### config.mk
export PLATFORM = sky130hd
export DESIGN_NAME = pwm_counter_period_control
export DESIGN_NICKNAME = d
export VERILOG_FILES = /design/src/design/pwm_pkg.sv /design/src/design/pwm_counter_period_control.sv
export SDC_FILE = /design/constraint.sdc
export NUM_CORES = 1
export LEC_CHECK = 0
export ABC_AREA = 0
export BUFFER_PORTS_ARGS = -buffer_cell sky130_fd_sc_hd__buf_2
export CAP_MARGIN = 15
export CORE_UTILIZATION = 35
export CTS_BUF_LIST = sky130_fd_sc_hd__clkbuf_8 sky130_fd_sc_hd__clkbuf_16
export CTS_CLUSTER_SIZE = 20
export DETAILED_ROUTE_END_ITERATION = 16
export PLACE_DENSITY_LB_ADDON = 0.08
export SLEW_MARGIN = 10
export SYNTH_ARGS = -nofsm -noshare
export SYNTH_HDL_FRONTEND = slang
export SYNTH_SLANG_ARGS = --single-unit
### constraint.sdc
create_clock -name sys_clk -period 17.2 [get_ports sys_clk]
set_input_delay 3.44 -clock sys_clk [delete_from_list [all_inputs] [get_ports sys_clk]]
set_output_delay 3.44 -clock sys_clk [all_outputs]
set_load 0.02 [all_outputs]
### src/design/pwm_pkg.sv
// constants and register map of the six-channel pulse-width generator core
// Overview of operation
// - six raw outputs derived from shared counter
// - output stage follows generator before pins
// - per-pin select bit picks pulse or GPIO
// - run bit 7 idles or starts counter
// - clear bit 4 zeroes counter, self-clears
// - period and duty are double buffered
// - load bit 6 transfers buffers at period end
// - load bit reads 1 until transfer done
// - flag bit 5 set by hardware, software clears
// - group bit 5 shares channel 0/1 duties
// - 3-bit divider prescales 1/1 to 1/128
// - source bit 6 picks sysclk or timer 1
// - period high byte 15:8, low 7:0
// - all channels share one 16-bit counter
// - compare counter against period and duty
// - group: ch2,4 use duty0; ch3,5 duty1
package pwm_pkg;
  localparam int          ADDR_W    = 10;
  localparam int          DATA_W    = 32;
  localparam int          NUM_CH    = 6;
  localparam int          CNT_W     = 16;
  localparam int          PRESC_W   = 7;
  localparam int          DIV_W     = 3;
  // register indices; the byte address is four times the index
  localparam logic [7:0]  IDX_CLK_SRC  = 8'h8e;
  localparam logic [7:0]  IDX_PER_HI   = 8'hd1;
  localparam logic [7:0]  IDX_RUN_LOAD = 8'hd8;
  localparam logic [7:0]  IDX_PER_LO   = 8'hd9;
  localparam logic [7:0]  IDX_MODE_DIV = 8'hdf;
  localparam logic [7:0]  IDX_PIN_SEL  = 8'he4;
  localparam logic [7:0]  IDX_DUTY_LO [NUM_CH] = '{8'hda, 8'hdb, 8'hdc, 8'hdd, 8'he0, 8'he2};
  localparam logic [7:0]  IDX_DUTY_HI [NUM_CH] = '{8'hd2, 8'hd3, 8'hd4, 8'hd5, 8'he1, 8'he3};
  // bit positions
  localparam int          RUN_BIT   = 7;
  localparam int          LOAD_BIT  = 6;
  localparam int          FLAG_BIT  = 5;
  localparam int          CLEAR_BIT = 4;
  localparam int          GROUP_BIT = 5;
  localparam int          CKS_BIT   = 6;
  localparam int          DIV_LSB   = 0;
  localparam logic [DIV_W-1:0] DIV_MAX = 3'h7;
  // reset values
  localparam logic [7:0]  RST_BYTE  = 8'h00;
  localparam logic [CNT_W-1:0] RST_WORD = 16'h0000;
endpackage

### src/design/pwm_counter_period_control.sv
// six-channel pulse-width generator core with Wishbone register slave
//
// Chosen here: register access over Wishbone.
`timescale 1ns/1ps
`default_nettype none
module pwm_counter_period_control (
  input  wire logic                        sys_clk,
  input  wire logic                        rst_b,
  input  wire logic                        wb_cyc_i,
  input  wire logic                        wb_stb_i,
  input  wire logic                        wb_we_i,
  input  wire logic [pwm_pkg::ADDR_W-1:0]  wb_adr_i,
  input  wire logic [3:0]                  wb_sel_i,
  input  wire logic [pwm_pkg::DATA_W-1:0]  wb_dat_i,
  output logic      [pwm_pkg::DATA_W-1:0]  wb_dat_o,
  output logic                             wb_ack_o,
  input  wire logic                        timer1_overflow,
  input  wire logic [pwm_pkg::NUM_CH-1:0]  gpio_out,
  output logic                             generator_out_0,
  output logic                             generator_out_1,
  output logic                             generator_out_2,
  output logic                             generator_out_3,
  output logic                             generator_out_4,
  output logic                             generator_out_5,
  output logic      [pwm_pkg::NUM_CH-1:0]  pin_out
);
  import pwm_pkg::*;

  logic                    ack_q;
  logic [DATA_W-1:0]       rdat_q;
  logic [DATA_W-1:0]       rdat_d;
  logic [7:0]              idx;
  logic [7:0]              wbyte;
  logic                    wr_en;
  logic                    load_set;
  logic                    clear_set;
  logic                    flag_wr0;
  logic                    run_q;
  logic                    load_q;
  logic                    flag_q;
  logic                    clear_q;
  logic                    cks_q;
  logic [7:0]              mode_div_q;
  logic [NUM_CH-1:0]       pin_sel_q;
  logic [7:0]              per_hi_q;
  logic [7:0]              per_lo_q;
  logic [CNT_W-1:0]        duty_buf_q [NUM_CH];
  logic [CNT_W-1:0]        period_act_q;
  logic [CNT_W-1:0]        duty_act_q [NUM_CH];
  logic [CNT_W-1:0]        duty_eff [NUM_CH];
  logic [CNT_W-1:0]        cnt_q;
  logic [PRESC_W-1:0]      presc_q;
  logic                    src_tick;
  logic                    tick;
  logic                    period_end;
  logic                    group_en;
  logic [DIV_W-1:0]        div_sel;
  logic [NUM_CH-1:0]       raw_q;

  // mask of prescaler bits that must all be set for one counter tick
  function automatic logic [PRESC_W-1:0] div_mask(input logic [DIV_W-1:0] d);
    div_mask = PRESC_W'({PRESC_W{1'b1}} >> (DIV_MAX - d));
  endfunction

  assign idx       = wb_adr_i[ADDR_W-1:2];
  assign wbyte     = wb_dat_i[7:0];
  // a write takes effect at the edge where ack is seen high
  assign wr_en     = wb_cyc_i & wb_stb_i & wb_we_i & ack_q & wb_sel_i[0];
  assign load_set  = wr_en & (idx == IDX_RUN_LOAD) & wbyte[LOAD_BIT];
  assign clear_set = wr_en & (idx == IDX_RUN_LOAD) & wbyte[CLEAR_BIT];
  assign flag_wr0  = wr_en & (idx == IDX_RUN_LOAD) & ~wbyte[FLAG_BIT];
  assign group_en  = mode_div_q[GROUP_BIT];
  assign div_sel   = mode_div_q[DIV_LSB +: DIV_W];
  assign wb_ack_o  = ack_q;
  assign wb_dat_o  = rdat_q;

  // bus answer: ack one cycle after the request, dropped the cycle after
  always_ff @(posedge sys_clk) begin
    if (!rst_b) begin
      ack_q  <= 1'b0;
      rdat_q <= '0;
    end else begin
      ack_q  <= wb_cyc_i & wb_stb_i & ~ack_q;
      rdat_q <= rdat_d;
    end
  end

  // unmapped indices read as zero and ignore writes
  always_comb begin
    rdat_d = '0;
    unique case (idx)
      IDX_CLK_SRC:  rdat_d[CKS_BIT] = cks_q;
      IDX_PER_HI:   rdat_d[7:0] = per_hi_q;
      IDX_PER_LO:   rdat_d[7:0] = per_lo_q;
      IDX_MODE_DIV: rdat_d[7:0] = mode_div_q;
      IDX_PIN_SEL:  rdat_d[NUM_CH-1:0] = pin_sel_q;
      IDX_RUN_LOAD: rdat_d[7:0] = {run_q, load_q, flag_q, clear_q, 4'h0};
      default: begin
        for (int i = 0; i < NUM_CH; i++) begin
          if (idx == IDX_DUTY_LO[i]) begin
            rdat_d[7:0] = duty_buf_q[i][7:0];
          end
          if (idx == IDX_DUTY_HI[i]) begin
            rdat_d[7:0] = duty_buf_q[i][15:8];
          end
        end
      end
    endcase
  end

  // software-side buffers; the running compare never sees these directly
  always_ff @(posedge sys_clk) begin
    if (!rst_b) begin
      per_hi_q <= RST_BYTE;
      per_lo_q <= RST_BYTE;
      for (int i = 0; i < NUM_CH; i++) begin
        duty_buf_q[i] <= RST_WORD;
      end
    end else if (wr_en) begin
      if (idx == IDX_PER_HI) begin
        per_hi_q <= wbyte;
      end
      if (idx == IDX_PER_LO) begin
        per_lo_q <= wbyte;
      end
      for (int i = 0; i < NUM_CH; i++) begin
        if (idx == IDX_DUTY_LO[i]) begin
          duty_buf_q[i][7:0] <= wbyte;
        end
        if (idx == IDX_DUTY_HI[i]) begin
          duty_buf_q[i][15:8] <= wbyte;
        end
      end
    end
  end

  // plain control bits; run, clock source, mode/divider and pin select
  always_ff @(posedge sys_clk) begin
    if (!rst_b) begin
      run_q      <= 1'b0;
      cks_q      <= 1'b0;
      mode_div_q <= RST_BYTE;
      pin_sel_q  <= '0;
    end else if (wr_en) begin
      if (idx == IDX_RUN_LOAD) begin
        run_q <= wbyte[RUN_BIT];
      end
      if (idx == IDX_CLK_SRC) begin
        cks_q <= wbyte[CKS_BIT];
      end
      if (idx == IDX_MODE_DIV) begin
        mode_div_q <= wbyte;
      end
      if (idx == IDX_PIN_SEL) begin
        pin_sel_q <= wbyte[NUM_CH-1:0];
      end
    end
  end

  // self-clearing handshake bits and the sticky flag; a hardware set wins
  always_ff @(posedge sys_clk) begin
    if (!rst_b) begin
      load_q  <= 1'b0;
      clear_q <= 1'b0;
      flag_q  <= 1'b0;
    end else begin
      if (load_set) begin
        load_q <= 1'b1;
      end else if (period_end) begin
        load_q <= 1'b0;
      end
      clear_q <= clear_set;
      if (period_end) begin
        flag_q <= 1'b1;
      end else if (flag_wr0) begin
        flag_q <= 1'b0;
      end
    end
  end

  // prescaler: timer 1 overflow is a same-clock pulse, so no synchroniser
  assign src_tick = cks_q ? timer1_overflow : 1'b1;
  assign tick     = run_q & src_tick & ((presc_q & div_mask(div_sel)) == div_mask(div_sel));

  always_ff @(posedge sys_clk) begin
    if (!rst_b) begin
      presc_q <= '0;
    end else if (clear_q || !run_q) begin
      presc_q <= '0;
    end else if (src_tick) begin
      presc_q <= presc_q + PRESC_W'(1);
    end
  end

  // shared up counter; >= so a period shrunk below the count still wraps
  assign period_end = tick & ~clear_q & (cnt_q >= period_act_q);

  always_ff @(posedge sys_clk) begin
    if (!rst_b) begin
      cnt_q <= RST_WORD;
    end else if (clear_q) begin
      cnt_q <= RST_WORD;
    end else if (period_end) begin
      cnt_q <= RST_WORD;
    end else if (tick) begin
      cnt_q <= cnt_q + CNT_W'(1);
    end
  end

  // active values change only at a period end with a load pending
  always_ff @(posedge sys_clk) begin
    if (!rst_b) begin
      period_act_q <= RST_WORD;
      for (int i = 0; i < NUM_CH; i++) begin
        duty_act_q[i] <= RST_WORD;
      end
    end else if (load_q && period_end) begin
      period_act_q <= {per_hi_q, per_lo_q};
      for (int i = 0; i < NUM_CH; i++) begin
        duty_act_q[i] <= duty_buf_q[i];
      end
    end
  end

  always_comb begin
    for (int i = 0; i < NUM_CH; i++) begin
      duty_eff[i] = (group_en && i >= 2) ? duty_act_q[i % 2] : duty_act_q[i];
    end
  end

  // raw generator outputs: high while the count is below the duty
  always_ff @(posedge sys_clk) begin
    if (!rst_b) begin
      raw_q <= '0;
    end else begin
      for (int i = 0; i < NUM_CH; i++) begin
        raw_q[i] <= run_q & (cnt_q < duty_eff[i]);
      end
    end
  end

  assign generator_out_0 = raw_q[0];
  assign generator_out_1 = raw_q[1];
  assign generator_out_2 = raw_q[2];
  assign generator_out_3 = raw_q[3];
  assign generator_out_4 = raw_q[4];
  assign generator_out_5 = raw_q[5];

  // output stage: dead-time, mask, brake and polarity live downstream,
  // here it only gates idle channels low and does the final pin select
  always_ff @(posedge sys_clk) begin
    if (!rst_b) begin
      pin_out <= '0;
    end else begin
      for (int i = 0; i < NUM_CH; i++) begin
        pin_out[i] <= pin_sel_q[i] ? (raw_q[i] & run_q) : gpio_out[i];
      end
    end
  end
endmodule
`default_nettype wire

==> impl_metrics.toml, run 1 <==
[status]
status = "complete, no violations"

[placed_design]
dp_hpwl_mm = 37.4
dp.cells = 2030
post-place-ws_ns = 10.44
io_buffers = 49
place_area_um2 = 16300
routabilityCongestion = 0.885

[synthesis]
ys_warn_count = 0
synth_edf_count = 192
synth_commonest_cells = "and2_1, edfxtp_1, ha_1"
synth_area_leaders = "edfxtp_1, dfxtp_1, ha_1"
postSynthAreaPerCell_um2 = 10.7
synth_top_cell_by_area = "edfxtp_1"
ys_seq_area_share_pct = 49.4
synthArstFlopShare_pct = 0
yosysTopAreaCellShare_pct = 37.2
synth_top_flop_cell = "edfxtp_1"
ys_seq_elements = 287
netlist_area_um2 = 15500
ys_types = 61
synth_most_common_cell = "and2_1"
synth_cells = 1451

[worst_setup_path]
path_cells = "buf_2 -> nand2b_1 -> o211ai_1 -> a21o_1 -> or3_4 -> o31ai_4 -> buf_4 -> buf_4"
path_max_fanout = 51
path_buf_inv = 3
criticalPathCategory = "in -> reg"
cpMaxStageDelayCell = "buf_4"
cp-end-kind = "flip-flop"
crit_required_ns = 17.37
max_stage_delay_ns = 0.65
cp_top_family = "buffers and inverters"
r2r_slack_ns = 13.29
arrival_ns = 6.35
rr_worst_depth = 9
cp-start-kind = "input pin"
reg2reg_from = "cnt_q[0]$_SDFFE_PP0P_"
r2r-end = "duty_act_q[1][4]$_SDFFCE_PN0P_"
cp_common_cell = "buf_4"

[drt]
avgViaCountPerCell = 5.33
wl_mm = 51.4
vias = 11197
drt_first_pass_iters = 6
drc_errors = 0
drt-initial-drc-count = 990
wl_met1_mm = 25.2
dr_wl_met3_mm = 2.43
wl_met2_mm = 22.0
detail_route.wl_per_cell_um = 24.5
ant_nets = 0
top_layer_used = "met4"

[min_path]
hold_depth = 1
holdPathEnd = "wb_ack_o$_SDFF_PN0_"
holdCritStartpoint = "wb_ack_o$_SDFF_PN0_"
hold_class = "reg -> reg"

[floorplan]
start_util_pct = 35.8
core-area_um2 = 43400
dieArea_um2 = 45200
ioPinCount = 103
row_count = 76
die_y_um = 213
die_width_um = 213

[clock_network]
cts_sinks = 287
cts_hold_buf = 0
clk_path_buf_depth = 3
clk_pin_slew_ns = 0.05
clock-root-buffer = "clkbuf_16"
post_cts_resized = 0
cts_setup_buffers = 0
htree_levels = 2
cts_made_buffers = 36
cts_tree = "built"
clk_latency_ns = 0.56

[layout]
final_area_um2 = 17500
area_growth_pct = 12.9
nNetsFinal = 1653
finalNonFillerCells = 2101
post-route-util_pct = 40.4
drive_gt1_share_pct = 10.4

[timing]
timing.final.ws_setup_ns = 11.02
max_freq_mhz = 162
rsz0062_at_grt = "no"
post-route-period-util_pct = 35.9
fin_skew_ns = 0.0299
slew_violations = 0
hold_viol = 0
fin_crit_ns = 6.18
worst_pin_slew_ns = 1.20
slew_headroom_pct = 18.1
finalSetupTns_ns = 0
finalSetupViolCount = 0
whs_ns = 0.446

[global_route]
grt_pass1_wl_mm = 74.3
antenna_found_initial = 4
grt-ovfl-total = 0
grt_start_max_net_pins = 97
grt_usage_pct = 23.1
grt_pass1_vias = 10709

[power]
vdd_ir_drop_max_mv = 0.0850
power_leakage_nw = 6.60
p_total_mw = 1.61
pwr_density_cell_nw_per_um2 = 91.7

[flow_run]
max_cap_violations = 0
[registers in the layout (all words and copies together), names as in the netlist]
name	cells
pin_out	6
per_hi_q	8
per_lo_q	8
run_q	1
presc_q	7
cks_q	1
clear_q	1
wb_ack_o	1
flag_q	1
mode_div_q	8
wb_dat_o	8
period_act_q	16
raw_q	6
cnt_q	16
pin_sel_q	6
duty_act_q	96
duty_buf_q	96
load_q	1
[layout make-up]
class,count,area [um2]
Fill cell,4231,25900
Inverter,55,206
Clock inverter,22,169
Antenna cell,1,2.50
Clock buffer,44,1060
Multi-Input combinational cell,1029,7220
Tap cell,585,732
Timing Repair Buffer,78,450
Sequential cell,287,7670
[layer usage]
metal / GRT usage, % / vias up
met4: 9.40 / 0
met2: 34.4 / 355
met1: 34.0 / 5399
li1: - / 5357
met5: 0 / -
met3: 2.42 / 86
[where the power goes]
group          total [mW]  switching, mW  internal (mW)  leakage, nW
Sequential          0.764         0.0136          0.751         2.76
Clock               0.771          0.304          0.467        0.631
Combinational      0.0706         0.0527         0.0179         3.21
[worst reg2reg max path, stage by stage, from the launching register on]
cell and delay (ns):
dfxtp_1 0.76, inv_1 0.11, ha_1 0.30, nor2b_1 0.04
o21ai_0 0.20, a21oi_1 0.14, o41a_1 0.49, o31ai_4 0.23
buf_4 0.54, buf_4 0.65
[cells by family (layout without fill, tap and decap cells)]
group,Yosys count,after routing,synth area share [%]
compound gates,288,288,12.1
xor+xnor,21,21,1.19
fa+ha+maj,108,108,8.71
buf+inv,158,199,4.73
flops,287,287,49.4
mux,95,95,6.22
other cells,1,25,0.0242
simple gates,493,493,17.6
[how the worst max path moves through the flow]
stage	cells past startpoint	start	slack, ns	to
floorplan	8	timer1_overflow	4.61	duty_act_q[0][0]$_SDFFCE_PN0P_
global placement	8	timer1_overflow	10.48	duty_act_q[5][0]$_SDFFCE_PN0P_
detailed placement	8	timer1_overflow	10.44	duty_act_q[5][0]$_SDFFCE_PN0P_
CTS	8	timer1_overflow	10.99	duty_act_q[1][4]$_SDFFCE_PN0P_
global route	8	timer1_overflow	10.77	duty_act_q[1][4]$_SDFFCE_PN0P_
finish	8	timer1_overflow	11.02	duty_act_q[1][4]$_SDFFCE_PN0P_
[cell usage in the layout, fill, tap and decap left out, types with 4 or more instances in the layout]
master and count:
inv_1 60, a22oi_1 17, o31ai_1 21, nor2_1 65, clkinv_2 8, o21ai_0 51
o21a_1 4, mux2_2 11, a2111oi_0 15, clkbuf_16 40, xor2_1 5, mux2i_1 84
dfxtp_1 94, nor4_1 9, a221o_1 4, o32ai_1 4, o22ai_1 5, nand2b_1 16
a21o_1 23, buf_2 53, nor3_1 23, a211oi_1 20, xnor2_1 16, conb_1 24
nand2_1 68, buf_4 24, o41ai_1 6, a21oi_1 86, and2_1 197, ha_1 108
nand4_1 34, o211ai_1 4, nor2b_1 10, nor3b_1 4, clkbuf_8 4, a221oi_1 6
nand3_1 44, edfxtp_1 192
Power figures use the tool's default switching activity.
==> run 2, diff against run 1 <==
--- a/config.mk
+++ b/config.mk
@@ -5,7 +5,7 @@
 export SDC_FILE = /design/constraint.sdc
 export NUM_CORES = 1
 export LEC_CHECK = 0
-export ABC_AREA = 0
+export ABC_AREA = 1
 export BUFFER_PORTS_ARGS = -buffer_cell sky130_fd_sc_hd__buf_2
 export CAP_MARGIN = 15
 export CORE_UTILIZATION = 35
==> constraint.sdc (replaced) <==
create_clock -name sys_clk -period 6.2 [get_ports sys_clk]
set_input_delay 1.24 -clock sys_clk [delete_from_list [all_inputs] [get_ports sys_clk]]
set_output_delay 1.24 -clock sys_clk [all_outputs]
set_load 0.02 [all_outputs]
==> run 2 against run 1 <==
Effect of this change: via count up 3.5%; critical path depth up 2; clock skew decreased by 0.013 ns; highest routed layer unchanged.
==> impl_metrics.toml, run 2 <==
[placed_design]
dp_hpwl_mm = 34.6
routabilityCongestion = 0.888
io_buffers = 49

[clock_network]
clock-root-buffer = "clkbuf_16"
clk_pin_slew_ns = 0.06
clk_path_buf_depth = 3
cts_hold_buf = 0
cts_made_buffers = 35
post_cts_resized = 0
cts_tree = "built"
htree_levels = 2
cts_setup_buffers = 0
clk_latency_ns = 0.55
cts_sinks = 287

[layout]
final_cell_mix = "inv_1, nor2_1, nand2_1"
antenna_cells = 0
area_growth_pct = 11.5
nNetsFinal = 1891
top_regs = "duty_act_q x96, duty_buf_q x96"
fill_cells = 4290
drive_gt1_share_pct = 9.12

[global_route]
grt_pass1_vias = 10938
grt-ovfl-total = 0
grt_usage_pct = 22.0
grt_start_max_net_pins = 71
antenna_found_initial = 0
grt_pass1_wl_mm = 69.8

[synthesis]
yosysTopAreaCellShare_pct = 38.5
ys_seq_area_share_pct = 51.2
netlist_area_um2 = 15000
postSynthAreaPerCell_um2 = 8.93
synth_area_leaders = "edfxtp_1, dfxtp_1, ha_1"
synth_cells = 1677
synth_most_common_cell = "nor2_1"
synthArstFlopShare_pct = 0
synth_edf_count = 192
synth_top_cell_by_area = "edfxtp_1"
ys_types = 47
ys_seq_elements = 287
synth_top_flop_cell = "edfxtp_1"
synth_commonest_cells = "nor2_1, inv_1, nand2_1"
ys_warn_count = 0

[timing]
max_freq_mhz = 292
finalSetupViolCount = 0
hold_viol = 0
slew_headroom_pct = 25.6
post-route-period-util_pct = 55.3
rsz0062_at_grt = "no"
slew_violations = 0
worst_pin_slew_ns = 1.12
finalSetupTns_ns = 0
fin_crit_ns = 3.43
fin_skew_ns = 0.0173

[worst_setup_path]
max_stage_delay_ns = 0.77
cp-end-kind = "flip-flop"
cp-start-kind = "flip-flop"
cp_common_cell = "nand2_1"
arrival_ns = 3.62
path_max_fanout = 49
crit_required_ns = 6.39
path_cells = "ha_1 -> nand2_1 -> o21ai_0 -> nand2_1 -> o211ai_1 -> nand2_1 -> nand3_1 -> nand3_1 -> nand2_4 -> buf_4"
criticalPathCategory = "reg -> reg"
cpMaxStageDelayCell = "dfxtp_1"

[floorplan]
start_util_pct = 35.6
die_y_um = 209
die_width_um = 209
core-area_um2 = 42000
ioPinCount = 103
dieArea_um2 = 43600
row_count = 75

[power]
vdd_ir_drop_max_mv = 0.141
pwr_density_cell_nw_per_um2 = 252
power_leakage_nw = 7.02
p_total_mw = 4.21

[drt]
wl_mm = 47.3
vias = 11586
drt_first_pass_iters = 6
drc_errors = 0
avgViaCountPerCell = 5.08
ant_nets = 0
drt-initial-drc-count = 1014
detail_route.wl_per_cell_um = 20.7

[flow_run]
max_cap_violations = 0

[min_path]
hold_class = "reg -> reg"

[status]
status = "complete, no violations"
## run 2: cell type report
| cell class | instances | area, um2 | share of cell area, % |
|---|---|---|---|
| well taps | 539 | 674 | 4.04 |
| clock buffers | 42 | 983 | 5.89 |
| repair buffers | 66 | 383 | 2.29 |
| multi-input cells | 1075 | 5940 | 35.6 |
| inverters | 260 | 976 | 5.85 |
| clock inverters | 13 | 68.8 | 0.412 |
| flip-flops and latches | 287 | 7670 | 45.9 |
## run 2: final timing paths
kind                         start                               to  slack [ns]  cells after the start
max reg2reg  cnt_q[3]$_SDFFE_PP0P_  duty_act_q[2][11]$_SDFFCE_PN0P_        2.77                     10
max          cnt_q[3]$_SDFFE_PP0P_  duty_act_q[2][11]$_SDFFCE_PN0P_        2.77                     10
min reg2reg    wb_ack_o$_SDFF_PN0_              wb_ack_o$_SDFF_PN0_        0.45                      1
min            wb_ack_o$_SDFF_PN0_              wb_ack_o$_SDFF_PN0_        0.45                      1
## run 2: per-stage QoR
| step | setup slack [ns] | cell area [um2] | hold WS, ns | instances | util, % |
|---|---|---|---|---|---|
| 2_1_floorplan | 2.92 | 15100 | 0.436 | 1700 | - |
| 6_report | 2.77 | 16700 | 0.450 | 2282 | 39.7 |
| 4_1_cts | 2.78 | 16700 | 0.450 | 2281 | 39.7 |
| 5_1_grt | 2.54 | 16700 | 0.474 | 2282 | 39.7 |
| 3_3_place_gp | 2.25 | 15600 | 0.434 | 2226 | 37.2 |
| 3_5_place_dp | 2.21 | 15600 | 0.440 | 2226 | 37.2 |
## run 2: routing by layer
metal	vias to the layer above	track usage [%]	routed length, um
li1	5664	-	-
met1	5526	32.9	23300
met2	333	32.9	20400
met3	63	2.58	2490
met4	0	6.77	1180
met5	-	0	0
## run 2: worst max-delay path, delay by kind of cell, from the launching register on
kind            cells  cell delay [ns]
simple gates        6             1.22
compound gates      2             0.26
fa+ha+maj           1             0.25
buf+inv             1             0.51
flops               1             0.77
## run 2: logic make-up after synthesis
group	after synthesis	synth area share, %
simple gates	625	18.2
buf+inv	338	9.79
compound gates	310	11.2
flops	287	51.2
fa+ha+maj	108	9.03
xor+xnor	8	0.468
other cells	1	0.0251
## run 2: report_power, final
part | leakage, nW | internal [mW] | switching (mW)
clock | 0.543 | 1.12 | 0.806
combinational | 3.72 | 0.0381 | 0.137
sequential | 2.76 | 2.08 | 0.0289
